==> config.mk <==
export PLATFORM = sky130hd
export DESIGN_NAME = sllc_link_lock
export DESIGN_NICKNAME = d
export VERILOG_FILES = /design/src/design/sllc_fifo.v /design/src/design/sllc_link_lock.v
export VERILOG_INCLUDE_DIRS = /design/src /design/src/design
export SDC_FILE = /design/constraint.sdc
export NUM_CORES = 1
export LEC_CHECK = 0
export BUFFER_PORTS_ARGS = -buffer_cell sky130_fd_sc_hd__buf_2
export CAP_MARGIN = 20
export CORE_ASPECT_RATIO = 0.9
export CORE_MARGIN = 1
export CORE_UTILIZATION = 25
export DETAILED_ROUTE_END_ITERATION = 8
export GPL_ROUTABILITY_DRIVEN = 0
export GPL_TIMING_DRIVEN = 1
export HOLD_SLACK_MARGIN = 0.12
export PLACE_DENSITY = 0.49
export RECOVER_POWER = 25
export SLEW_MARGIN = 15
export SYNTH_ARGS = -nofsm -noshare
export SYNTH_HDL_FRONTEND = slang
export SYNTH_SLANG_ARGS = --single-unit
==> constraint.sdc <==
create_clock -name clock -period 2.7 [get_ports clock]
set_input_delay 0.54 -clock clock [delete_from_list [all_inputs] [get_ports clock]]
set_output_delay 0.54 -clock clock [all_outputs]
set_load 0.1 [all_outputs]
==> src/design/sllc_regs.vh <==
/*
 * Constants for the serial link lock control block: frame layout,
 * training word, lock thresholds and timing counts.
 * Assumes a 10 MHz system clock and includes by bare name.
 */
`ifndef SLLC_REGS_VH
`define SLLC_REGS_VH

// ----------------------------------------------------------------------
// Frame layout
// ----------------------------------------------------------------------
`define SLLC_WORD_W 10
`define SLLC_FRAME_BITS 12
`define SLLC_LAST_BIT 4'hb
`define SLLC_TRAIN_WORD 10'h001
`define SLLC_IDLE_WORD 10'h000

// ----------------------------------------------------------------------
// Training and lock thresholds
// ----------------------------------------------------------------------
`define SLLC_TRAIN_SYMBOLS 11'h400
`define SLLC_LOSS_COUNT 3'h4
`define SLLC_GOOD_COUNT 3'h4

// ----------------------------------------------------------------------
// Timing
// ----------------------------------------------------------------------
`define SLLC_CLK_NS 100
`define SLLC_BIT_NS 800
`define SLLC_BIT_CYC (`SLLC_BIT_NS / `SLLC_CLK_NS)
// Divider reload, one less than the clocks in a bit time
`define SLLC_BIT_RELOAD 4'h7
`define SLLC_LOCK_PWRUP_NS 3500
`define SLLC_LOCK_PWRUP_CYC (`SLLC_LOCK_PWRUP_NS / `SLLC_CLK_NS)
`define SLLC_LOCK_PAT_NS 1500
`define SLLC_LOCK_PAT_CYC (`SLLC_LOCK_PAT_NS / `SLLC_CLK_NS)
// Watchdog limits sized to its 6-bit timer: 35 and 15 clocks
`define SLLC_LOCK_PWRUP_LIM 6'h23
`define SLLC_LOCK_PAT_LIM 6'h0f

`endif

==> src/design/sllc_fifo.v <==
/*
 * Small synchronous FIFO with valid/ready on both sides.
 * Assumes one clock and a synchronous active-high reset.
 */
`timescale 1ns/10ps
`default_nettype none

module sllc_fifo #(
   parameter WIDTH = 10,
   parameter DEPTH = 4,
   parameter AW = 2
) (
   input wire clock,
   input wire rst,
   input wire [WIDTH-1:0] inData,
   input wire inValid,
   output reg inReady_ff,
   output wire [WIDTH-1:0] outData,
   output wire outValid,
   input wire outReady
);

   localparam [AW:0] FULL_C = DEPTH;

   reg [WIDTH-1:0] mem [0:DEPTH-1];
   reg [AW-1:0] wrPtr_ff;
   reg [AW-1:0] rdPtr_ff;
   reg [AW:0] count_ff;
   reg [AW:0] nxt_count;
   wire push;
   wire pop;

   // ---------------------------------------------------------------
   // Handshakes
   // ---------------------------------------------------------------
   assign push = inValid & inReady_ff;
   assign outValid = (count_ff != {(AW+1){1'b0}});
   assign pop = outValid & outReady;
   assign outData = mem[rdPtr_ff];

   // Occupancy after this cycle
   always @* begin
      nxt_count = count_ff;
      if (push & ~pop)
         nxt_count = count_ff + 1'b1;
      else if (pop & ~push)
         nxt_count = count_ff - 1'b1;
   end

   // Registered ready keeps the top's outputs flop-driven
   always @(posedge clock) begin
      if (rst) begin
         wrPtr_ff <= {AW{1'b0}};
         rdPtr_ff <= {AW{1'b0}};
         count_ff <= {(AW+1){1'b0}};
         inReady_ff <= 1'b0;
      end else begin
         if (push)
            wrPtr_ff <= wrPtr_ff + 1'b1;
         if (pop)
            rdPtr_ff <= rdPtr_ff + 1'b1;
         count_ff <= nxt_count;
         inReady_ff <= (nxt_count < FULL_C);
      end
   end

   // Storage, no reset needed
   always @(posedge clock) begin
      if (push)
         mem[wrPtr_ff] <= inData;
   end

endmodule // sllc_fifo

`default_nettype wire

==> src/design/sllc_link_lock.v <==
/*
 * Serializer and deserializer link control: frame sender with training
 * patterns and sleep, frame receiver with lock search and loss detect.
 * Assumes a 10 MHz clock; pins and the reference clock are asynchronous.
 */
// Notes on behaviour
// - Send each word with two clock bits
// - Watch clock bits, raise lock flag on loss
// - Lock flag stays high until locked
// - Word outputs released only once locked
// - Either pattern request sends training patterns
// - Lock also found on random data
// - Words valid while lock flag low
// - Sender disabled loses lock, needs resync
// - Lock bound after power-up or wake; code only flags the overrun on lockLate_ff
// - Lock bound when patterns start arriving; code times from loss and only flags the overrun on lockLate_ff
// - Four bad clock bits declare loss
// - Request sends at least 1024 training symbols
// - Sleep stops sender, output undriven
`timescale 1ns/10ps
`default_nettype none
`include "sllc_regs.vh"

module sllc_link_lock (
   input wire clock,
   input wire rst,
   input wire [9:0] txWord,
   input wire txValid,
   output wire txReady,
   input wire patternRequestA,
   input wire patternRequestB,
   input wire sleepRequestN,
   output reg serialOutPos_ff,
   output reg serialOutNeg_ff,
   output reg serialOeN_ff,
   input wire referenceClockIn,
   input wire serialInPos,
   input wire serialInNeg,
   output reg lockN_ff,
   output reg [9:0] parallelWordOut_ff,
   output reg parallelOeN_ff,
   output reg wordStrobe_ff,
   output reg lockLate_ff
);

   // ---------------------------------------------------------------
   // Pin synchronisers
   // ---------------------------------------------------------------
   reg [4:0] pattern_request_a_ff;
   reg [4:0] pattern_request_b_ff;
   reg refPrev_ff;
   reg sleepPrev_ff;
   wire reqSync = pattern_request_b_ff[0] | pattern_request_b_ff[1];
   wire awake = pattern_request_b_ff[2];
   wire refRise = pattern_request_b_ff[3] & ~refPrev_ff;
   wire rxBit = pattern_request_b_ff[4];

   // Only stage two is ever read by logic
   always @(posedge clock) begin
      if (rst) begin
         pattern_request_a_ff <= 5'h00;
         pattern_request_b_ff <= 5'h00;
         refPrev_ff <= 1'b0;
         sleepPrev_ff <= 1'b0;
      end else begin
         pattern_request_a_ff <= {serialInPos & ~serialInNeg, referenceClockIn,
                      sleepRequestN, patternRequestB, patternRequestA};
         pattern_request_b_ff <= pattern_request_a_ff;
         refPrev_ff <= pattern_request_b_ff[3];
         sleepPrev_ff <= awake;
      end
   end

   // ---------------------------------------------------------------
   // Transmit buffer
   // ---------------------------------------------------------------
   wire [9:0] fifoWord;
   wire fifoValid;
   reg fifoPop_ff;

   sllc_fifo #(.WIDTH(10), .DEPTH(4), .AW(2)) uFifo (
      .clock(clock),
      .rst(rst),
      .inData(txWord),
      .inValid(txValid),
      .inReady_ff(txReady),
      .outData(fifoWord),
      .outValid(fifoValid),
      .outReady(fifoPop_ff)
   );

   // ---------------------------------------------------------------
   // Serializer
   // ---------------------------------------------------------------
   reg [3:0] bitDiv_ff;
   reg [3:0] txBit_ff;
   reg [9:0] txData_ff;
   reg [10:0] trainCnt_ff;
   wire bitTick = (bitDiv_ff == 4'h0);
   wire frameStart = bitTick & (txBit_ff == `SLLC_LAST_BIT);
   wire training = reqSync | (trainCnt_ff != 11'h000);

   // Bit timing divider, one tick per bit time
   always @(posedge clock) begin
      if (rst | ~awake)
         bitDiv_ff <= 4'h0;
      else if (bitTick)
         bitDiv_ff <= `SLLC_BIT_RELOAD;
      else
         bitDiv_ff <= bitDiv_ff - 4'h1;
   end

   // Frame sequencer; the pop is one cycle and an empty FIFO sends idle, never stalls us
   always @(posedge clock) begin
      if (rst | ~awake) begin
         txBit_ff <= `SLLC_LAST_BIT;
         txData_ff <= `SLLC_IDLE_WORD;
         trainCnt_ff <= 11'h000;
         fifoPop_ff <= 1'b0;
         serialOutPos_ff <= 1'b0;
         serialOutNeg_ff <= 1'b0;
         serialOeN_ff <= 1'b1;
      end else begin
         fifoPop_ff <= 1'b0;
         // Symbols counted per frame; request held keeps reloading
         if (reqSync)
            trainCnt_ff <= `SLLC_TRAIN_SYMBOLS;
         else if (frameStart & (trainCnt_ff != 11'h000))
            trainCnt_ff <= trainCnt_ff - 11'h001;
         if (frameStart) begin
            txBit_ff <= 4'h0;
            if (training) begin
               txData_ff <= `SLLC_TRAIN_WORD;
            end else if (fifoValid) begin
               txData_ff <= fifoWord;
               fifoPop_ff <= 1'b1;
            end else begin
               txData_ff <= `SLLC_IDLE_WORD;
            end
         end else if (bitTick) begin
            txBit_ff <= txBit_ff + 4'h1;
         end
         // Start bit high, data LSB first, stop bit low
         if (bitTick) begin
            serialOeN_ff <= 1'b0;
            if (frameStart) begin
               serialOutPos_ff <= 1'b1;
               serialOutNeg_ff <= 1'b0;
            end else if (txBit_ff == 4'ha) begin
               serialOutPos_ff <= 1'b0;
               serialOutNeg_ff <= 1'b1;
            end else begin
               serialOutPos_ff <= txData_ff[txBit_ff];
               serialOutNeg_ff <= ~txData_ff[txBit_ff];
            end
         end
      end
   end

   // ---------------------------------------------------------------
   // Deserializer
   // ---------------------------------------------------------------
   reg [11:0] rxShift_ff;
   reg [3:0] rxBit_ff;
   reg [2:0] goodCnt_ff;
   reg [2:0] badCnt_ff;
   reg [5:0] lockTimer_ff;
   reg [5:0] lockLimit_ff;
   wire [11:0] nxt_rxShift = {rxBit, rxShift_ff[11:1]};
   wire frameOk = nxt_rxShift[0] & ~nxt_rxShift[11];
   wire boundary = refRise & (rxBit_ff == `SLLC_LAST_BIT);

   // Lock search, loss detect and word output on sampled ref edges
   always @(posedge clock) begin
      if (rst | ~awake) begin
         rxShift_ff <= 12'h000;
         rxBit_ff <= 4'h0;
         goodCnt_ff <= 3'h0;
         badCnt_ff <= 3'h0;
         lockN_ff <= 1'b1;
         parallelOeN_ff <= 1'b1;
         parallelWordOut_ff <= 10'h000;
         wordStrobe_ff <= 1'b0;
      end else begin
         wordStrobe_ff <= 1'b0;
         if (refRise) begin
            rxShift_ff <= nxt_rxShift;
            rxBit_ff <= rxBit_ff + 4'h1;
         end
         if (boundary) begin
            rxBit_ff <= 4'h0;
            if (~lockN_ff) begin
               // Corrupt words still go out until loss is declared
               parallelWordOut_ff <= nxt_rxShift[10:1];
               wordStrobe_ff <= 1'b1;
               if (frameOk) begin
                  badCnt_ff <= 3'h0;
               end else if (badCnt_ff == `SLLC_LOSS_COUNT - 3'h1) begin
                  lockN_ff <= 1'b1;
                  parallelOeN_ff <= 1'b1;
                  badCnt_ff <= 3'h0;
                  goodCnt_ff <= 3'h0;
               end else begin
                  badCnt_ff <= badCnt_ff + 3'h1;
               end
            end else if (frameOk) begin
               if (goodCnt_ff == `SLLC_GOOD_COUNT - 3'h1) begin
                  lockN_ff <= 1'b0;
                  parallelOeN_ff <= 1'b0;
               end else begin
                  goodCnt_ff <= goodCnt_ff + 3'h1;
               end
            end else begin
               // Slip one bit and restart the search
               goodCnt_ff <= 3'h0;
               rxBit_ff <= `SLLC_LAST_BIT;
            end
         end
      end
   end

   // ---------------------------------------------------------------
   // Lock time watchdog
   // ---------------------------------------------------------------
   // Flags a search that overruns its bound; it cannot shorten it, a
   // slow link clock makes the bound unreachable by construction
   always @(posedge clock) begin
      if (rst | ~awake) begin
         lockTimer_ff <= 6'h00;
         lockLimit_ff <= `SLLC_LOCK_PWRUP_LIM;
         lockLate_ff <= 1'b0;
      end else if (~lockN_ff) begin
         lockTimer_ff <= 6'h00;
         lockLimit_ff <= `SLLC_LOCK_PAT_LIM;
         lockLate_ff <= 1'b0;
      end else begin
         if (~sleepPrev_ff)
            lockLimit_ff <= `SLLC_LOCK_PWRUP_LIM;
         if (lockTimer_ff != 6'h3f)
            lockTimer_ff <= lockTimer_ff + 6'h01;
         if (lockTimer_ff >= lockLimit_ff)
            lockLate_ff <= 1'b1;
      end
   end

endmodule // sllc_link_lock

`default_nettype wire

==> results by group <==
Outcome
  – Outcome: completed

Detailed routing
  – Routed vias/inst: around 4.5
  – DRT antenna net count: 0
  – WL final: 11.4 mm
  – Wirelength per Cell: 13.2 um
  – Via count: 3874
  – DRT Pass-1 Iters: 4
  – 1st-iter DRT viols: 150
  – Residual DRC count: 0

Yosys
  – Register area share after synthesis: 55.8%
  – Prevailing post-synth register cell: dfxtp_1
  – Yosys warnings: 0
  – Synth unique cells: 61
  – Share of flip-flops with an asynchronous set or reset: 0%
  – Flops & latches, synth: 138
  – Post-synth EDFFs: 40
  – Top cells by area, synth: dfxtp_1 (35%), edfxtp_1 (21%), ha_1 (4.9%)
  – Count leader, synth: dfxtp_1
  – Cells after synthesis: 518
  – Cell taking the most area after synthesis: dfxtp_1
  – Yosys top cell area share: about a third
  – Net Count, Synth: 559
  – Synth Cell Area: 5670 um2
  – Post-synthesis average cell area: between 10 and 15 um2
  – Most instantiated cells after synthesis: dfxtp_1 (98), nand2_1 (71), a21oi_1 (45), edfxtp_1 (40), nor2_1 (28)

Worst hold path
  – WHS Endpoint: pattern_request_a_ff[4]$_SDFF_PP0_
  – Worst hold path type: input pin to register
  – Hold Startpoint: serialInNeg
  – Worst Hold Path Cells: 2

STA
  – Period utilisation layout: 84.4%
  – Clock Skew: between 9 and 10 ps
  – Fin crit period: 2280 ps
  – Finish-stage setup viols: 0
  – Worst rel slew slack: 37.3%
  – Worst setup margin: 421 ps
  – Setup TNS: 0 ps
  – Fin. max-slew vios: 0
  – Hold Fails Final Rpt: 0
  – Slew @ Worst Pin: 940 ps
  – RSZ-0062 raised after global routing: no
  – FMAX: 0.439 GHz

Power
  – Max VDD drop: 403 uV
  – LEAKAGE: 2.48 nW
  – Power per cell area: 693 nW/um2
  – Total power: 4.69 mW

Clock tree
  – Clk slew on worst S/H paths: 60 ps
  – Root buffer cell: clkbuf_16
  – TritonCTS sink count: 138
  – H-tree Lvls: 4
  – Hold Buf Count CTS: 0
  – Post-CTS Resized: 0
  – CTS Buffer Depth: 2
  – Clk_lat worst skew: 430 ps
  – TritonCTS clock tree: yes
  – Total CTS buffers: 17
  – Post-CTS Setup Inserts: 0

Global route
  – First-pass GRT wire length: 19.1 mm
  – Initial antenna violation count: 0
  – Total GRT Usage: 10.5%
  – Pin count of the biggest net entering global routing: 37
  – Vias in the first global route: 3837
  – Gr ovfl total: 0

Setup path
  – Reg2reg setup slack: 420 ps
  – WP data required: ~3000 ps
  – CP Data Arrival Time: between 2000 and 3000 ps
  – Kind of critical path: register to register
  – CP Max Fanout: 12
  – R2R depth: 6
  – Crit path launch type: register
  – Critical R2R Capture: txData_ff[8]$_SDFFE_PP0N_
  – Reg2reg start: bitDiv_ff[0]$_SDFF_PP0_
  – CP Capture Type: register

Finish
  – Share of cells above drive strength 1: between 10% and 20%
  – Antenna cells: 0
  – # fillers: 2281
  – Layout Nets: 600
  – Area Growth Syn to Fin: 19.4%

Die
  – Effective utilization at floorplan: 25.8%
  – Die H: around 140 um
  – FP Rows: 51
  – Die span in x: 161 um
  – Die Area: between 20000 and 25000 um2
  – I/O pins: 37
  – Core ar.: between 20000 and 25000 um2

Placed design
  – Placement Setup Slack: 396 ps
  – Port bufs: 36
  – HPWL after DPL: a little under 8 mm

Flow run
  – Max_cap viols: 0
==> per-stage QoR <==
stage / hold WS [ps] / instances / area, um2 / utilization [%]
after floorplan: 414 / 518 / 5670 / -
after global placement: 427 / 831 / 6180 / 28.2
after detailed placement: 427 / 831 / 6180 / 28.2
after CTS: 290 / 863 / 6790 / 30.9
after global routing: 284 / 863 / 6770 / 30.8
final: 313 / 863 / 6770 / 30.8
==> report_power, final <==
| part | leakage [nW] | internal, mW | total [mW] | switching (mW) |
|---|---|---|---|---|
| registers | 1.16 | 2.16 | 2.18 | 0.0175 |
| clock network | 0.289 | 1.32 | 2.34 | 1.02 |
| logic | 1.04 | 0.0600 | 0.172 | 0.112 |
==> layer usage <==
layer,global-route usage [%],part of all wire (%),vias to the layer above
met4,4.67,0.84,0
li1,-,-,1960
met1,13.5,50,1848
met5,0,0,-
met3,3.34,4.0,12
met2,16.0,45,54
==> worst max-delay path by stage <==
stage | depth (start not counted) | startpoint | to | slack [ps]
after CTS | 6 | bitDiv_ff[0]$_SDFF_PP0_ | txData_ff[8]$_SDFFE_PP0N_ | 380
after global placement | 6 | bitDiv_ff[0]$_SDFF_PP0_ | txData_ff[4]$_SDFFE_PP0N_ | 460
after global routing | 6 | bitDiv_ff[0]$_SDFF_PP0_ | txData_ff[8]$_SDFFE_PP0N_ | 250
after floorplan | 6 | lockN_ff$_SDFFE_PP1N_ | parallelWordOut_ff[3]$_SDFFE_PP0P_ | 600
final | 6 | bitDiv_ff[0]$_SDFF_PP0_ | txData_ff[8]$_SDFFE_PP0N_ | 420
after detailed placement | 6 | bitDiv_ff[0]$_SDFF_PP0_ | txData_ff[8]$_SDFFE_PP0N_ | 400
==> area by class of cell <==
| cell class | instances | area [um2] | area share (%) |
|---|---|---|---|
| Timing Repair Buffer | 44 | 226 | 3.34 |
| Sequential cell | 138 | 3160 | 46.7 |
| Clock buffer | 17 | 425 | 6.28 |
| Clock inverter | 15 | 175 | 2.59 |
| Multi-Input combinational cell | 340 | 2350 | 34.7 |
| Tap cell | 291 | 364 | 5.38 |
| Inverter | 18 | 67.6 | 0.998 |
==> cells in the final DEF, fill, tap and decap left out, types with 3 or more instances in the layout <==
cell type	count
nor3b_1	4
o31ai_1	4
inv_6	5
a22o_1	9
dfxtp_1	98
or4_1	6
clkbuf_1	11
edfxtp_1	40
mux4_2	11
buf_4	8
a21oi_1	45
ha_1	22
nand2b_1	8
nor2_1	28
nor3_1	9
o41ai_1	3
inv_1	18
o211ai_1	3
xor2_1	4
nand2_1	71
o21ai_0	11
a31oi_1	9
nand3b_1	3
clkbuf_16	17
inv_8	4
xnor2_1	5
nand4_1	4
nor2b_1	20
buf_2	25
nand3_1	10
a211oi_1	4
mux2i_1	7
and3_1	5
==> worst max-delay path, stage by stage, from the launching register on <==
cell	delay (ps)
dfxtp_1	320
inv_1	60
ha_1	180
or3b_1	550
nor2_2	510
nor2_1	270
a22o_1	290
==> logic make-up after synthesis <==
| group | after synthesis | share of synthesized area, % |
|---|---|---|
| AND/OR/NAND/NOR | 186 | 17.8 |
| multiplexers | 18 | 5.60 |
| flip-flops | 138 | 55.8 |
| AO/OA/AOI/OAI | 105 | 11.8 |
| buffers and inverters | 40 | 2.82 |
| XOR/XNOR | 9 | 1.39 |
| adder cells (fa/ha/maj) | 22 | 4.85 |
==> registers in the layout (all words and copies together), names as in the netlist, 4 cells and up, named ones only <==
name                  flops
lockTimer_ff              6
parallelWordOut_ff       10
pattern_request_b_ff      5
rxShift_ff               11
pattern_request_a_ff      5
txBit_ff                  4
txData_ff                10
bitDiv_ff                 4
uFifo.mem                40
rxBit_ff                  4
trainCnt_ff              11
No activity file was read; power rests on OpenSTA's default activity.
